File: config.mk
export PLATFORM = sky130hd
export DESIGN_NAME = sec_splicer
export DESIGN_NICKNAME = d
export VERILOG_FILES = /design/src/hw/sec_pkg.sv /design/src/hw/sec_comp_rom.sv /design/src/hw/sec_splicer.sv
export SDC_FILE = /design/constraint.sdc
export NUM_CORES = 1
export LEC_CHECK = 0
export BUFFER_PORTS_ARGS = -buffer_cell sky130_fd_sc_hd__buf_2
export CAP_MARGIN = 20
export CORE_MARGIN = 1.5
export CORE_UTILIZATION = 50
export DETAILED_ROUTE_END_ITERATION = 16
export PLACE_DENSITY = 0.71
export SLEW_MARGIN = 40
export SYNTH_ARGS = -nofsm -noshare
export SYNTH_HDL_FRONTEND = slang
export SYNTH_SLANG_ARGS = --single-unit
File: constraint.sdc
create_clock -name ref_clk -period 4.6 [get_ports ref_clk]
set_input_delay 0.46 -clock ref_clk [delete_from_list [all_inputs] [get_ports ref_clk]]
set_output_delay 0.46 -clock ref_clk [all_outputs]
set_load 0.02 [all_outputs]
File: src/hw/sec_pkg.sv
package sec_pkg;

  // descriptor framing
  localparam logic [7:0] SEC_COMP_LEN       = 8'h06;
  localparam logic [7:0] SEC_COMP_TYPE      = 8'h30;
  localparam logic [7:0] SEC_EP_DESC_TYPE   = 8'h05;
  localparam logic [7:0] SEC_BURST_DEFAULT  = 8'h03;
  localparam logic [7:0] SEC_BURST_MAX      = 8'h0F;
  localparam logic [7:0] SEC_BULK_ATTR      = 8'h00;
  localparam logic [7:0] SEC_INTR_BURST     = 8'h00;
  localparam logic [7:0] SEC_INTR_ATTR      = 8'h00;
  localparam logic [15:0] SEC_BULK_INTERVAL = 16'h0000;
  localparam logic [15:0] SEC_INTR_INTERVAL = 16'h0004;

  // byte offsets inside a companion descriptor
  localparam logic [2:0] SEC_OFS_LEN   = 3'h0;
  localparam logic [2:0] SEC_OFS_TYPE  = 3'h1;
  localparam logic [2:0] SEC_OFS_BURST = 3'h2;
  localparam logic [2:0] SEC_OFS_ATTR  = 3'h3;
  localparam logic [2:0] SEC_OFS_IVL_L = 3'h4;
  localparam logic [2:0] SEC_OFS_IVL_H = 3'h5;

  // byte offsets inside an endpoint descriptor
  localparam logic [7:0] SEC_EP_OFS_LEN  = 8'h00;
  localparam logic [7:0] SEC_EP_OFS_TYPE = 8'h01;
  localparam logic [7:0] SEC_EP_OFS_ADDR = 8'h02;
  localparam logic [7:0] SEC_EP_OFS_ATTR = 8'h03;
  localparam int unsigned SEC_EP_DIR_BIT = 7;
  localparam logic [1:0] SEC_XFER_BULK   = 2'h2;
  localparam logic [1:0] SEC_XFER_INTR   = 2'h3;

  typedef enum logic [1:0] {SEC_BULK_IN, SEC_BULK_OUT, SEC_INTR} sec_kind_t;
  typedef enum logic {SEC_PASS, SEC_COMP} sec_mode_t;

  // burst-size fields of usb_config_word_zero
  typedef struct packed {
    logic [7:0] bulk_in_burst_limit;
    logic [7:0] bulk_out_burst_limit;
    logic       bulk_out_burst_ovr;
  } sec_burst_cfg_t;

  // one byte of descriptor data with its end marker
  typedef struct packed {
    logic [7:0] data;
    logic       last;
  } sec_byte_t;

  typedef struct packed {
    sec_mode_t  mode;
    logic       in_ready;
    logic       out_valid;
    sec_byte_t  out;
    logic       out_comp;
    logic [2:0] out_cidx;
    sec_kind_t  out_kind;
    logic [7:0] pos;
    logic [7:0] dlen;
    logic [7:0] dtype;
    logic       ep_dir;
    logic [1:0] ep_xfer;
    sec_kind_t  kind;
    logic [2:0] cidx;
    logic       last_pend;
  } sec_state_t;

  // burst byte never exceeds sixteen packets
  function automatic logic [7:0] sec_clamp_burst(input logic [7:0] v);
    sec_clamp_burst = (v > SEC_BURST_MAX) ? SEC_BURST_MAX : v;
  endfunction

endpackage

File: src/hw/sec_comp_rom.sv
`timescale 1ns/10ps
`default_nettype none
module sec_comp_rom (
  input  wire sec_pkg::sec_kind_t      kind,
  input  wire logic [2:0]              idx,
  input  wire sec_pkg::sec_burst_cfg_t cfg,
  output logic [7:0]                   byte_out
);
  import sec_pkg::*;

  logic        bulk;
  logic [7:0]  burst;
  logic [15:0] ivl;

  // every byte is fixed or a burst field, nothing from nonvolatile store
  always_comb begin
    bulk  = (kind != SEC_INTR);
    ivl   = bulk ? SEC_BULK_INTERVAL : SEC_INTR_INTERVAL;
    unique case (kind)
      SEC_BULK_IN:  burst = sec_clamp_burst(cfg.bulk_in_burst_limit);
      SEC_BULK_OUT: burst = cfg.bulk_out_burst_ovr ?
                            sec_clamp_burst(cfg.bulk_out_burst_limit) : SEC_BURST_DEFAULT;
      default:      burst = SEC_INTR_BURST;
    endcase
    unique case (idx)
      SEC_OFS_LEN:   byte_out = SEC_COMP_LEN;
      SEC_OFS_TYPE:  byte_out = SEC_COMP_TYPE;
      SEC_OFS_BURST: byte_out = burst;
      SEC_OFS_ATTR:  byte_out = bulk ? SEC_BULK_ATTR : SEC_INTR_ATTR;
      SEC_OFS_IVL_L: byte_out = ivl[7:0];
      SEC_OFS_IVL_H: byte_out = ivl[15:8];
      default:       byte_out = 8'h00;
    endcase
  end

endmodule
`default_nettype wire

File: src/hw/sec_splicer.sv
`timescale 1ns/10ps
`default_nettype none
module sec_splicer (
  input  wire logic                   ref_clk,
  input  wire logic                   rst_n,
  input  wire logic                   ss_mode,
  input  wire sec_pkg::sec_burst_cfg_t burst_cfg,
  input  wire logic                   in_valid,
  input  wire sec_pkg::sec_byte_t     in_byte,
  output logic                        in_ready,
  output logic                        out_valid,
  output sec_pkg::sec_byte_t          out_byte,
  input  wire logic                   out_ready
);
  import sec_pkg::*;

  sec_state_t s_r;
  sec_state_t s_nxt;
  logic [7:0] rom_byte;
  logic       take;
  logic       free;
  logic       ep_end;
  logic       has_comp;
  sec_kind_t  new_kind;

  // companion bytes for the endpoint being extended, fixed except the burst byte from burst_cfg
  sec_comp_rom u_rom (
    .kind     (s_r.kind),
    .idx      (s_r.cidx),
    .cfg      (burst_cfg),
    .byte_out (rom_byte)
  );

  // endpoint kind from direction and transfer type; control/iso get no companion
  always_comb begin
    has_comp = 1'b1;
    new_kind = SEC_INTR;
    if (s_r.ep_xfer == SEC_XFER_BULK) begin
      new_kind = s_r.ep_dir ? SEC_BULK_IN : SEC_BULK_OUT;
    end else if (s_r.ep_xfer != SEC_XFER_INTR) begin
      has_comp = 1'b0;
    end
  end

  // one-byte output slot: half throughput, but no buffer and flopped ready
  always_comb begin
    s_nxt  = s_r;
    take   = in_valid && s_r.in_ready;
    free   = !s_r.out_valid || out_ready;
    ep_end = 1'b0;
    if (s_r.out_valid && out_ready) begin
      s_nxt.out_valid = 1'b0;
    end
    unique case (s_r.mode)
      SEC_PASS: begin
        if (take) begin
          s_nxt.out_valid = 1'b1;
          s_nxt.out       = in_byte;
          s_nxt.out_comp  = 1'b0;
          // capture the header fields that decide whether a companion follows
          if (s_r.pos == SEC_EP_OFS_LEN) s_nxt.dlen = in_byte.data;
          if (s_r.pos == SEC_EP_OFS_TYPE) s_nxt.dtype = in_byte.data;
          if (s_r.pos == SEC_EP_OFS_ADDR) s_nxt.ep_dir = in_byte.data[SEC_EP_DIR_BIT];
          if (s_r.pos == SEC_EP_OFS_ATTR) s_nxt.ep_xfer = in_byte.data[1:0];
          // a zero length byte is treated as a one-byte descriptor to avoid a stall
          if (s_r.pos + 8'h01 >= ((s_r.pos == SEC_EP_OFS_LEN) ? in_byte.data : s_r.dlen)) begin
            s_nxt.pos = SEC_EP_OFS_LEN;
            ep_end    = (s_r.dtype == SEC_EP_DESC_TYPE) && (s_r.pos > SEC_EP_OFS_TYPE);
          end else begin
            s_nxt.pos = s_r.pos + 8'h01;
          end
          // end marker moves on to the companion's last byte
          if (ep_end && ss_mode && has_comp) begin
            s_nxt.mode      = SEC_COMP;
            s_nxt.kind      = new_kind;
            s_nxt.cidx      = SEC_OFS_LEN;
            s_nxt.last_pend = in_byte.last;
            s_nxt.out.last  = 1'b0;
          end
        end
      end
      SEC_COMP: begin
        // one companion byte per free slot, taken from the table (burst byte from burst_cfg)
        if (free) begin
          s_nxt.out_valid = 1'b1;
          s_nxt.out.data  = rom_byte;
          s_nxt.out_comp  = 1'b1;
          s_nxt.out_cidx  = s_r.cidx;
          s_nxt.out_kind  = s_r.kind;
          s_nxt.out.last  = (s_r.cidx == SEC_OFS_IVL_H) && s_r.last_pend;
          if (s_r.cidx == SEC_OFS_IVL_H) begin
            s_nxt.mode = SEC_PASS;
          end else begin
            s_nxt.cidx = s_r.cidx + 3'h1;
          end
        end
      end
    endcase
    // ready only with an empty slot in pass mode, never mid-companion
    s_nxt.in_ready = (s_nxt.mode == SEC_PASS) && !s_nxt.out_valid;
  end

  // state register
  always_ff @(posedge ref_clk or negedge rst_n) begin
    if (!rst_n) begin
      s_r <= '0;
    end else begin
      s_r <= s_nxt;
    end
  end

  assign in_ready  = s_r.in_ready;
  assign out_valid = s_r.out_valid;
  assign out_byte  = s_r.out;

  // checks on the emitted companion bytes
  logic comp_out;
  logic comp_start;
  assign comp_out = s_r.out_valid && s_r.out_comp;

  // endpoint's last byte taken and a companion will follow it
  assign comp_start = take && ss_mode && has_comp && ep_end;
endmodule
`default_nettype wire

==> results of run 1 <==
[cell usage after synthesis, drive strengths merged, types with 6 or more instances]
cell	count
o21ai	14
nor2	12
mux2	23
ha	17
inv	10
mux2i	7
nor3	9
nand3	6
nand2	27
buf	11
dfrtp	45
[area by class of cell]
class	instances	area share
Clock buffer	5	0.02387
Clock inverter	3	0.009983
Inverter	10	0.01302
Multi-Input combinational cell	173	0.4588
Sequential cell	45	0.3906
Tap cell	67	0.02908
Timing Repair Buffer	42	0.07465
[kinds of logic (layout without fill, tap and decap cells)]
group | Yosys count | in the layout | synth area share
DFF | 45 | 45 | 0.4375
buffers and inverters | 23 | 60 | 0.04861
and+or+nand+nor | 78 | 78 | 0.1561
AOI/OAI and AO/OA | 42 | 42 | 0.1225
muxes | 30 | 30 | 0.1322
adders and majority gates | 17 | 17 | 0.08264
xor gates and xnor gates | 6 | 6 | 0.02042
[placed cells by master (no fill, tap or decap), drive strengths merged, types with 5 or more instances in the layout]
| master | netlist | layout |
|---|---|---|
| nand3 | 6 | 6 |
| nor2 | 12 | 12 |
| mux2 | 23 | 23 |
| inv | 10 | 13 |
| mux2i | 7 | 7 |
| o21ai | 14 | 14 |
| ha | 17 | 17 |
| nand2 | 27 | 27 |
| nor3 | 9 | 9 |
| buf | 11 | 42 |
| dfrtp | 45 | 45 |
| clkbuf | 2 | 5 |
[flip-flops by register name, summed over array words and instances (netlist names)]
register and flops:
s_r 34, out_byte 9, in_ready 1, out_valid 1
[worst paths after layout]
path | to | slack [ps] | cells past startpoint
worst min-delay path | out_byte[8]$_DFFE_PN0P_ | 130 | 1
worst max register to register | s_r[0]$_DFFE_PN0P_ | 1500 | 10
worst max-delay path | s_r[0]$_DFFE_PN0P_ | 1500 | 10
max in group asynchronous | s_r[0]$_DFFE_PN0P_ | 4070 | 1
worst min register to register | out_byte[7]$_DFFE_PN0P_ | 510 | 1
min in group ref_clk | s_r[0]$_DFFE_PN0P_ | 400 | 2
[metrics by stage]
step / instances / total power (uW)
4_1_cts: 345 / 1487
3_3_place_gp: 337 / 1188
6_report: 345 / 1477
3_5_place_dp: 337 / 1209
5_1_grt: 345 / 1597
2_1_floorplan: 241 / 1079
[power breakdown]
| group | internal [uW] | switching (uW) |
|---|---|---|
| Sequential | 518 | 86.9 |
| Clock | 115 | 159 |
| Combinational | 283 | 314 |
[metal layers]
metal / track usage / vias to the layer above / share of wire
met4: 0.06465 / 0 / 0.010
met1: 0.2884 / 935 / 0.47
met2: 0.3591 / 61 / 0.47
met3: 0.05087 / 6 / 0.054
met5: 0 / - / 0
li1: - / 932 / -
[critical path, stage by stage, from the launching register on]
cell	delay (ps)
sky130_fd_sc_hd__dfrtp_1	470
sky130_fd_sc_hd__inv_1	140
sky130_fd_sc_hd__ha_1	210
sky130_fd_sc_hd__nand4_2	290
sky130_fd_sc_hd__mux2_2	380
sky130_fd_sc_hd__ha_1	260
sky130_fd_sc_hd__and3_1	150
sky130_fd_sc_hd__o21ai_1	70
sky130_fd_sc_hd__a31o_4	290
sky130_fd_sc_hd__a211oi_4	390
sky130_fd_sc_hd__mux2_4	330
==> reports/metrics.cfg, run 1 <==
[clock_tree]
cts.reportedPaths.clkPinSlew_ps=100
clk_path_buf_depth=2
cts.htree.levels=2
cts_stage_hold_buffer_count=0
worst_skew_pair.late_latency_ps=310
cts.sinks=45
postCtsResizedCells=0
tritoncts.num_buffers=5
ctsRootBufferMaster=sky130_fd_sc_hd__clkbuf_8
cts_setup_buffers=0
cts_tree=yes

[sta]
slew_viol_final=0
timing_hold_violations_final=0
maxClockFrequency_ghz=0.3226
timing.hold.ws_ps=125.7
fin_tns_setup_ps=0
final_critical_period_ps=3100
maxSlewHeadroom=0.5292
unrepaired_setup_endpoints_after_global_routing=no
report.final.setup_viol=0
skew_ps=11.55
finalWorstSetupSlack_ps=1500
post-route-period-util=0.6739
worstMarginPinSlew_ps=703.6

[synthesis]
netlist.area_leader.share=0.4375
synth_area_mm2=0.002574
synth_enable_flop_cells=0
async_flop_share=1.000
synth-seq-area-share=0.4375
synth_top_cells_by_area=sky130_fd_sc_hd__dfrtp_1, sky130_fd_sc_hd__mux2_2, sky130_fd_sc_hd__ha_1
post_synth_num_cell_types=51
syn-mean-instance-area_um2=10.68
ys_dominant_reg_cell=sky130_fd_sc_hd__dfrtp_1
synth.yosys.warnings=0
yosys.area.top_type=sky130_fd_sc_hd__dfrtp_1
synthCells=241
yosys_register_bits=45
synth.net_count=289

[critical_path]
timing.critical_path.required_ps=4800
setup.worst_path.start_class=register
critPathArrivalTime_ps=3300
worstPathMaxFanout=8
path_class=register to register
rr_startpoint=s_r[25]$_DFFE_PN0P_
timing.critical_path.to_type=register
critical_path.startpoint=s_r[25]$_DFFE_PN0P_

[drt]
drt_iter0_drc=100
ant_nets=0
detailedRoute.firstPassIterationCount=4
vias=1934
vias_per_cell=5.606
drc_errors=0
routedWlPerCell_um=15.30
routed_wirelength_um=5277

[die]
rows=25
die-height_um=74.75
dieWidth_um=74.75
design.portCount=42
effective_utilization_at_floorplan=0.5308
die_area_mm2=0.005587
core_region_area_mm2=0.004848

[hold_path]
hold_path.class=primary input to asynchronous set/reset pin

[run_status]
status=finished, final reports clean

[placement]
port_buffer_cells=41
routabilityCongestion=0.8871
postPlaceCellArea_mm2=0.002785
setup_slack_after_placement_ps=1519
place.detailed.hpwl_um=3899

[flow_run]
maxCapViolCount=0

[global_route]
globalRouteOverflowTotal=0
first_pass_grt_wire_length_um=9039
first_global_vias=1898
track_usage=0.2180
grt_antenna_before_repair=0
largest_net_degree_at_the_start_of_global_routing=46

[layout]
fillers=408
post_route_cells_drive_above_1_share=0.3058
multiInputGateArea_mm2=0.001323
postLayoutCoreUtil=0.5946
area_delta_synth_final_pct=12.01
sequential_cell_area_mm2=0.001126
finalInstanceArea_mm2=0.002883
net_count_of_the_finished_layout=325
number_of_antenna_cells_inserted=0

[pwr]
p_leak_uw=0.001381
max-vdd-ir-drop_v=0.0002460
power.density_mw_per_mm2=512.2

Power figures use the tool's default switching activity.
==> run 2, diff against run 1 <==
clock period = 3.1 ns   (was 4.6 ns; I/O delays follow)
==> run 2 against run 1 <==
- the run now ends with negative hold slack left
- cell count rose by 1.2%
- highest routed layer unchanged
- largest cell class unchanged
- clock power rose by 41%
- largest power group is now combinational cells
- clock-buffer cell count did not move
- critical path depth rose by 1
- design area rose by 0.91%
==> reports/metrics.cfg, run 2 (synthesis gave the netlist of run 1 again) <==
[run_status]
status=finished with violations  ; was finished, final reports clean
violations=negative hold slack

[pwr]
power.combinational.fraction=0.425  ; was 0.405
max-vdd-ir-drop_v=0.0004032  ; was 0.0002460 V
cellInternalPower_uw=1381  ; was 916.2 uW
pwr-share-clk=0.175  ; was 0.186
power_frac_seq=0.400  ; was 0.410
total_net_switching_power_uw=819.1  ; was 560.3 uW
power_switching_share=0.3722  ; was 0.3795
p_leak_uw=0.001394  ; was 0.001381 uW
power.density_mw_per_mm2=756.4  ; was 512.2 mW/mm^2

[clock_tree]
clk_path_buf_depth=2  ; unchanged
cts_tree=yes  ; unchanged
postCtsResizedCells=0  ; unchanged
tritoncts.num_buffers=5  ; unchanged
cts_stage_hold_buffer_count=0  ; unchanged
cts.htree.levels=2  ; unchanged
ctsRootBufferMaster=sky130_fd_sc_hd__clkbuf_8  ; unchanged
worst_skew_pair.late_latency_ps=310  ; about the same
cts.reportedPaths.clkPinSlew_ps=100  ; about the same
cts_setup_buffers=0  ; unchanged
cts.sinks=45  ; unchanged

[layout]
post_route_cells_drive_above_1_share=0.3156  ; was 0.3058
instances_no_fill=349  ; was 345
number_of_flip_flops_in_the_largest_register=34  ; unchanged
commonest_non_fill_non_tap_cell_in_the_layout=sky130_fd_sc_hd__dfrtp_1  ; unchanged
number_of_antenna_cells_inserted=0  ; unchanged
area_delta_synth_final_pct=13.03  ; was 12.01%
net_count_of_the_finished_layout=329  ; was 325
layout.cells.most_common_list=sky130_fd_sc_hd__dfrtp_1, sky130_fd_sc_hd__buf_2, sky130_fd_sc_hd__nand2_1  ; unchanged
top_register=s_r  ; unchanged
fillers=435  ; was 408

[critical_path]
critPathArrivalTime_ps=3090  ; was 3300 ps
timing.critical_path.required_ps=3290  ; was 4800 ps
r2r.worst_path.cells=11  ; was 10
timing.critical_path.to_type=register  ; unchanged
path_cells=inv_1, ha_1, nand4_2, buf_4, mux2i_1, ha_1, nor2b_1, o211ai_1, a31o_4, a211oi_4, mux2_4  ; was inv_1, ha_1, nand4_2, mux2_2, ha_1, and3_1, o21ai_1, a31o_4, a211oi_4, mux2_4
cpMostUsedCell=sky130_fd_sc_hd__ha_1  ; unchanged
timing.critical_path.slowest_stage_cell=sky130_fd_sc_hd__dfrtp_1  ; unchanged
cp_top_family=compound AO/OA/AOI/OAI gates  ; unchanged
rr_startpoint=s_r[26]$_DFFE_PN0P_  ; was s_r[25]$_DFFE_PN0P_
cp.buffers_inverters=2  ; was 1
path_class=register to register  ; unchanged
critical_path.startpoint=s_r[26]$_DFFE_PN0P_  ; was s_r[25]$_DFFE_PN0P_
setup.worst_path.start_class=register  ; unchanged
crit_path_max_incr_delay_ps=430  ; was 470 ps
worstPathMaxFanout=8  ; unchanged
worstSetupPathDepth=11  ; was 10

[sta]
timing_hold_violations_final=18  ; was 0
skew_ps=14.01  ; was 11.55 ps
unrepaired_setup_endpoints_after_global_routing=no  ; unchanged
timing.hold.ws_ps=-22.30  ; was 125.7 ps
maxClockFrequency_ghz=0.3448  ; was 0.3226 GHz
final_critical_period_ps=2900  ; was 3100 ps
fin_tns_setup_ps=0  ; unchanged
worstMarginPinSlew_ps=729.9  ; was 703.6 ps
post-route-period-util=0.9356  ; was 0.6739
maxSlewHeadroom=0.5116  ; was 0.5292
slew_viol_final=0  ; unchanged
finalWorstSetupSlack_ps=199.5  ; was 1500 ps
report.final.setup_viol=0  ; unchanged

[drt]
vias=1878  ; was 1934
routedWlPerCell_um=15.01  ; was 15.30 um
drt_iter0_drc=86  ; was 100
detailedRoute.firstPassIterationCount=4  ; unchanged
ant_nets=0  ; unchanged
drc_errors=0  ; unchanged
routed_wirelength_um=5237  ; was 5277 um
vias_per_cell=5.381  ; was 5.606

[placement]
port_buffer_cells=41  ; unchanged
post-place-cells=341  ; was 337
routabilityCongestion=0.9021  ; was 0.8871
setup_slack_after_placement_ps=230.3  ; was 1519 ps
place.detailed.hpwl_um=3981  ; was 3899 um

[hold_path]
hold_path.class=primary input to asynchronous set/reset pin  ; unchanged

[global_route]
largest_net_degree_at_the_start_of_global_routing=46  ; unchanged
globalRouteOverflowTotal=0  ; unchanged
first_global_vias=1913  ; was 1898
track_usage=0.2128  ; was 0.2180
use_met2=0.3433  ; was 0.3591
grt_antenna_before_repair=0  ; unchanged
grt_busiest_layer=met2  ; unchanged
gr-usage-met1=0.2909  ; was 0.2884
groute.layer.met3.usage=0.04284  ; was 0.05087
first_pass_grt_wire_length_um=8866  ; was 9039 um

[die]
core_region_area_mm2=0.004848  ; unchanged
die-height_um=74.75  ; unchanged
design.portCount=42  ; unchanged
die_area_mm2=0.005587  ; unchanged
rows=25  ; unchanged
dieWidth_um=74.75  ; unchanged
effective_utilization_at_floorplan=0.5308  ; unchanged

[flow_run]
maxCapViolCount=0  ; unchanged

-- run 2: cell types whose count changed in the layout (fill, tap and decap cells not counted) --
cell / change
sky130_fd_sc_hd__buf_4: +4
sky130_fd_sc_hd__inv_8: -1
sky130_fd_sc_hd__clkinvlp_4: +1
-- run 2: final cells by class --
| class | count | area (um^2) | area share |
|---|---|---|---|
| multi-input cells | 173 | 1323 | 0.4546 |
| flip-flops and latches | 45 | 1126 | 0.3871 |
| repair buffers | 46 | 245.2 | 0.08430 |
| well taps | 67 | 83.83 | 0.02882 |
| clock buffers | 5 | 68.82 | 0.02366 |
| inverters | 10 | 37.54 | 0.01290 |
| clock inverters | 3 | 25.02 | 0.008602 |
-- run 2: final timing paths --
kind / to / slack (ps)
max: s_r[4]$_DFFE_PN0P_ / 200
min: s_r[10]$_DFFE_PN0P_ / -20
max reg2reg: s_r[4]$_DFFE_PN0P_ / 200
min reg2reg: s_r[6]$_DFFE_PN0P_ / 510
max in group asynchronous: s_r[28]$_DFFE_PN0P_ / 2730
min in group ref_clk: s_r[0]$_DFFE_PN0P_ / 260
-- run 2: worst register-to-register path, cell delays in order (launching register included) --
cell,delay (ps)
sky130_fd_sc_hd__dfrtp_1,430
sky130_fd_sc_hd__inv_1,130
sky130_fd_sc_hd__ha_1,210
sky130_fd_sc_hd__nand4_2,140
sky130_fd_sc_hd__buf_4,210
sky130_fd_sc_hd__mux2i_1,120
sky130_fd_sc_hd__ha_1,290
sky130_fd_sc_hd__nor2b_1,140
sky130_fd_sc_hd__o211ai_1,100
sky130_fd_sc_hd__a31o_4,280
sky130_fd_sc_hd__a211oi_4,390
sky130_fd_sc_hd__mux2_4,340
-- run 2: per-layer routing --
metal	vias to the layer above	wire, um
li1	939	-
met1	893	2542
met2	38	2428
met3	8	204
met4	0	61
met5	-	0
-- run 2: metrics by stage --
step / instance area, um^2 / utilization / hold slack, ps / power [uW]
CTS: 2909 / 0.6000 / 10.59 / 2216
global placement: 2813 / 0.5801 / 476.3 / 1799
detailed placement: 2815 / 0.5806 / 347.5 / 1831
global route: 2909 / 0.6000 / 27.40 / 2374
floorplan: 2574 / - / 14.41 / 1601
finish: 2909 / 0.6000 / -22.30 / 2201
-- run 2: power by group through the flow --
stage	registers [uW]	clock network [uW]	logic, uW
floorplan	869	0	732
global placement	887	0	912
detailed placement	889	0	942
CTS	879	393	944
global route	904	420	1050
finish	880	385	936
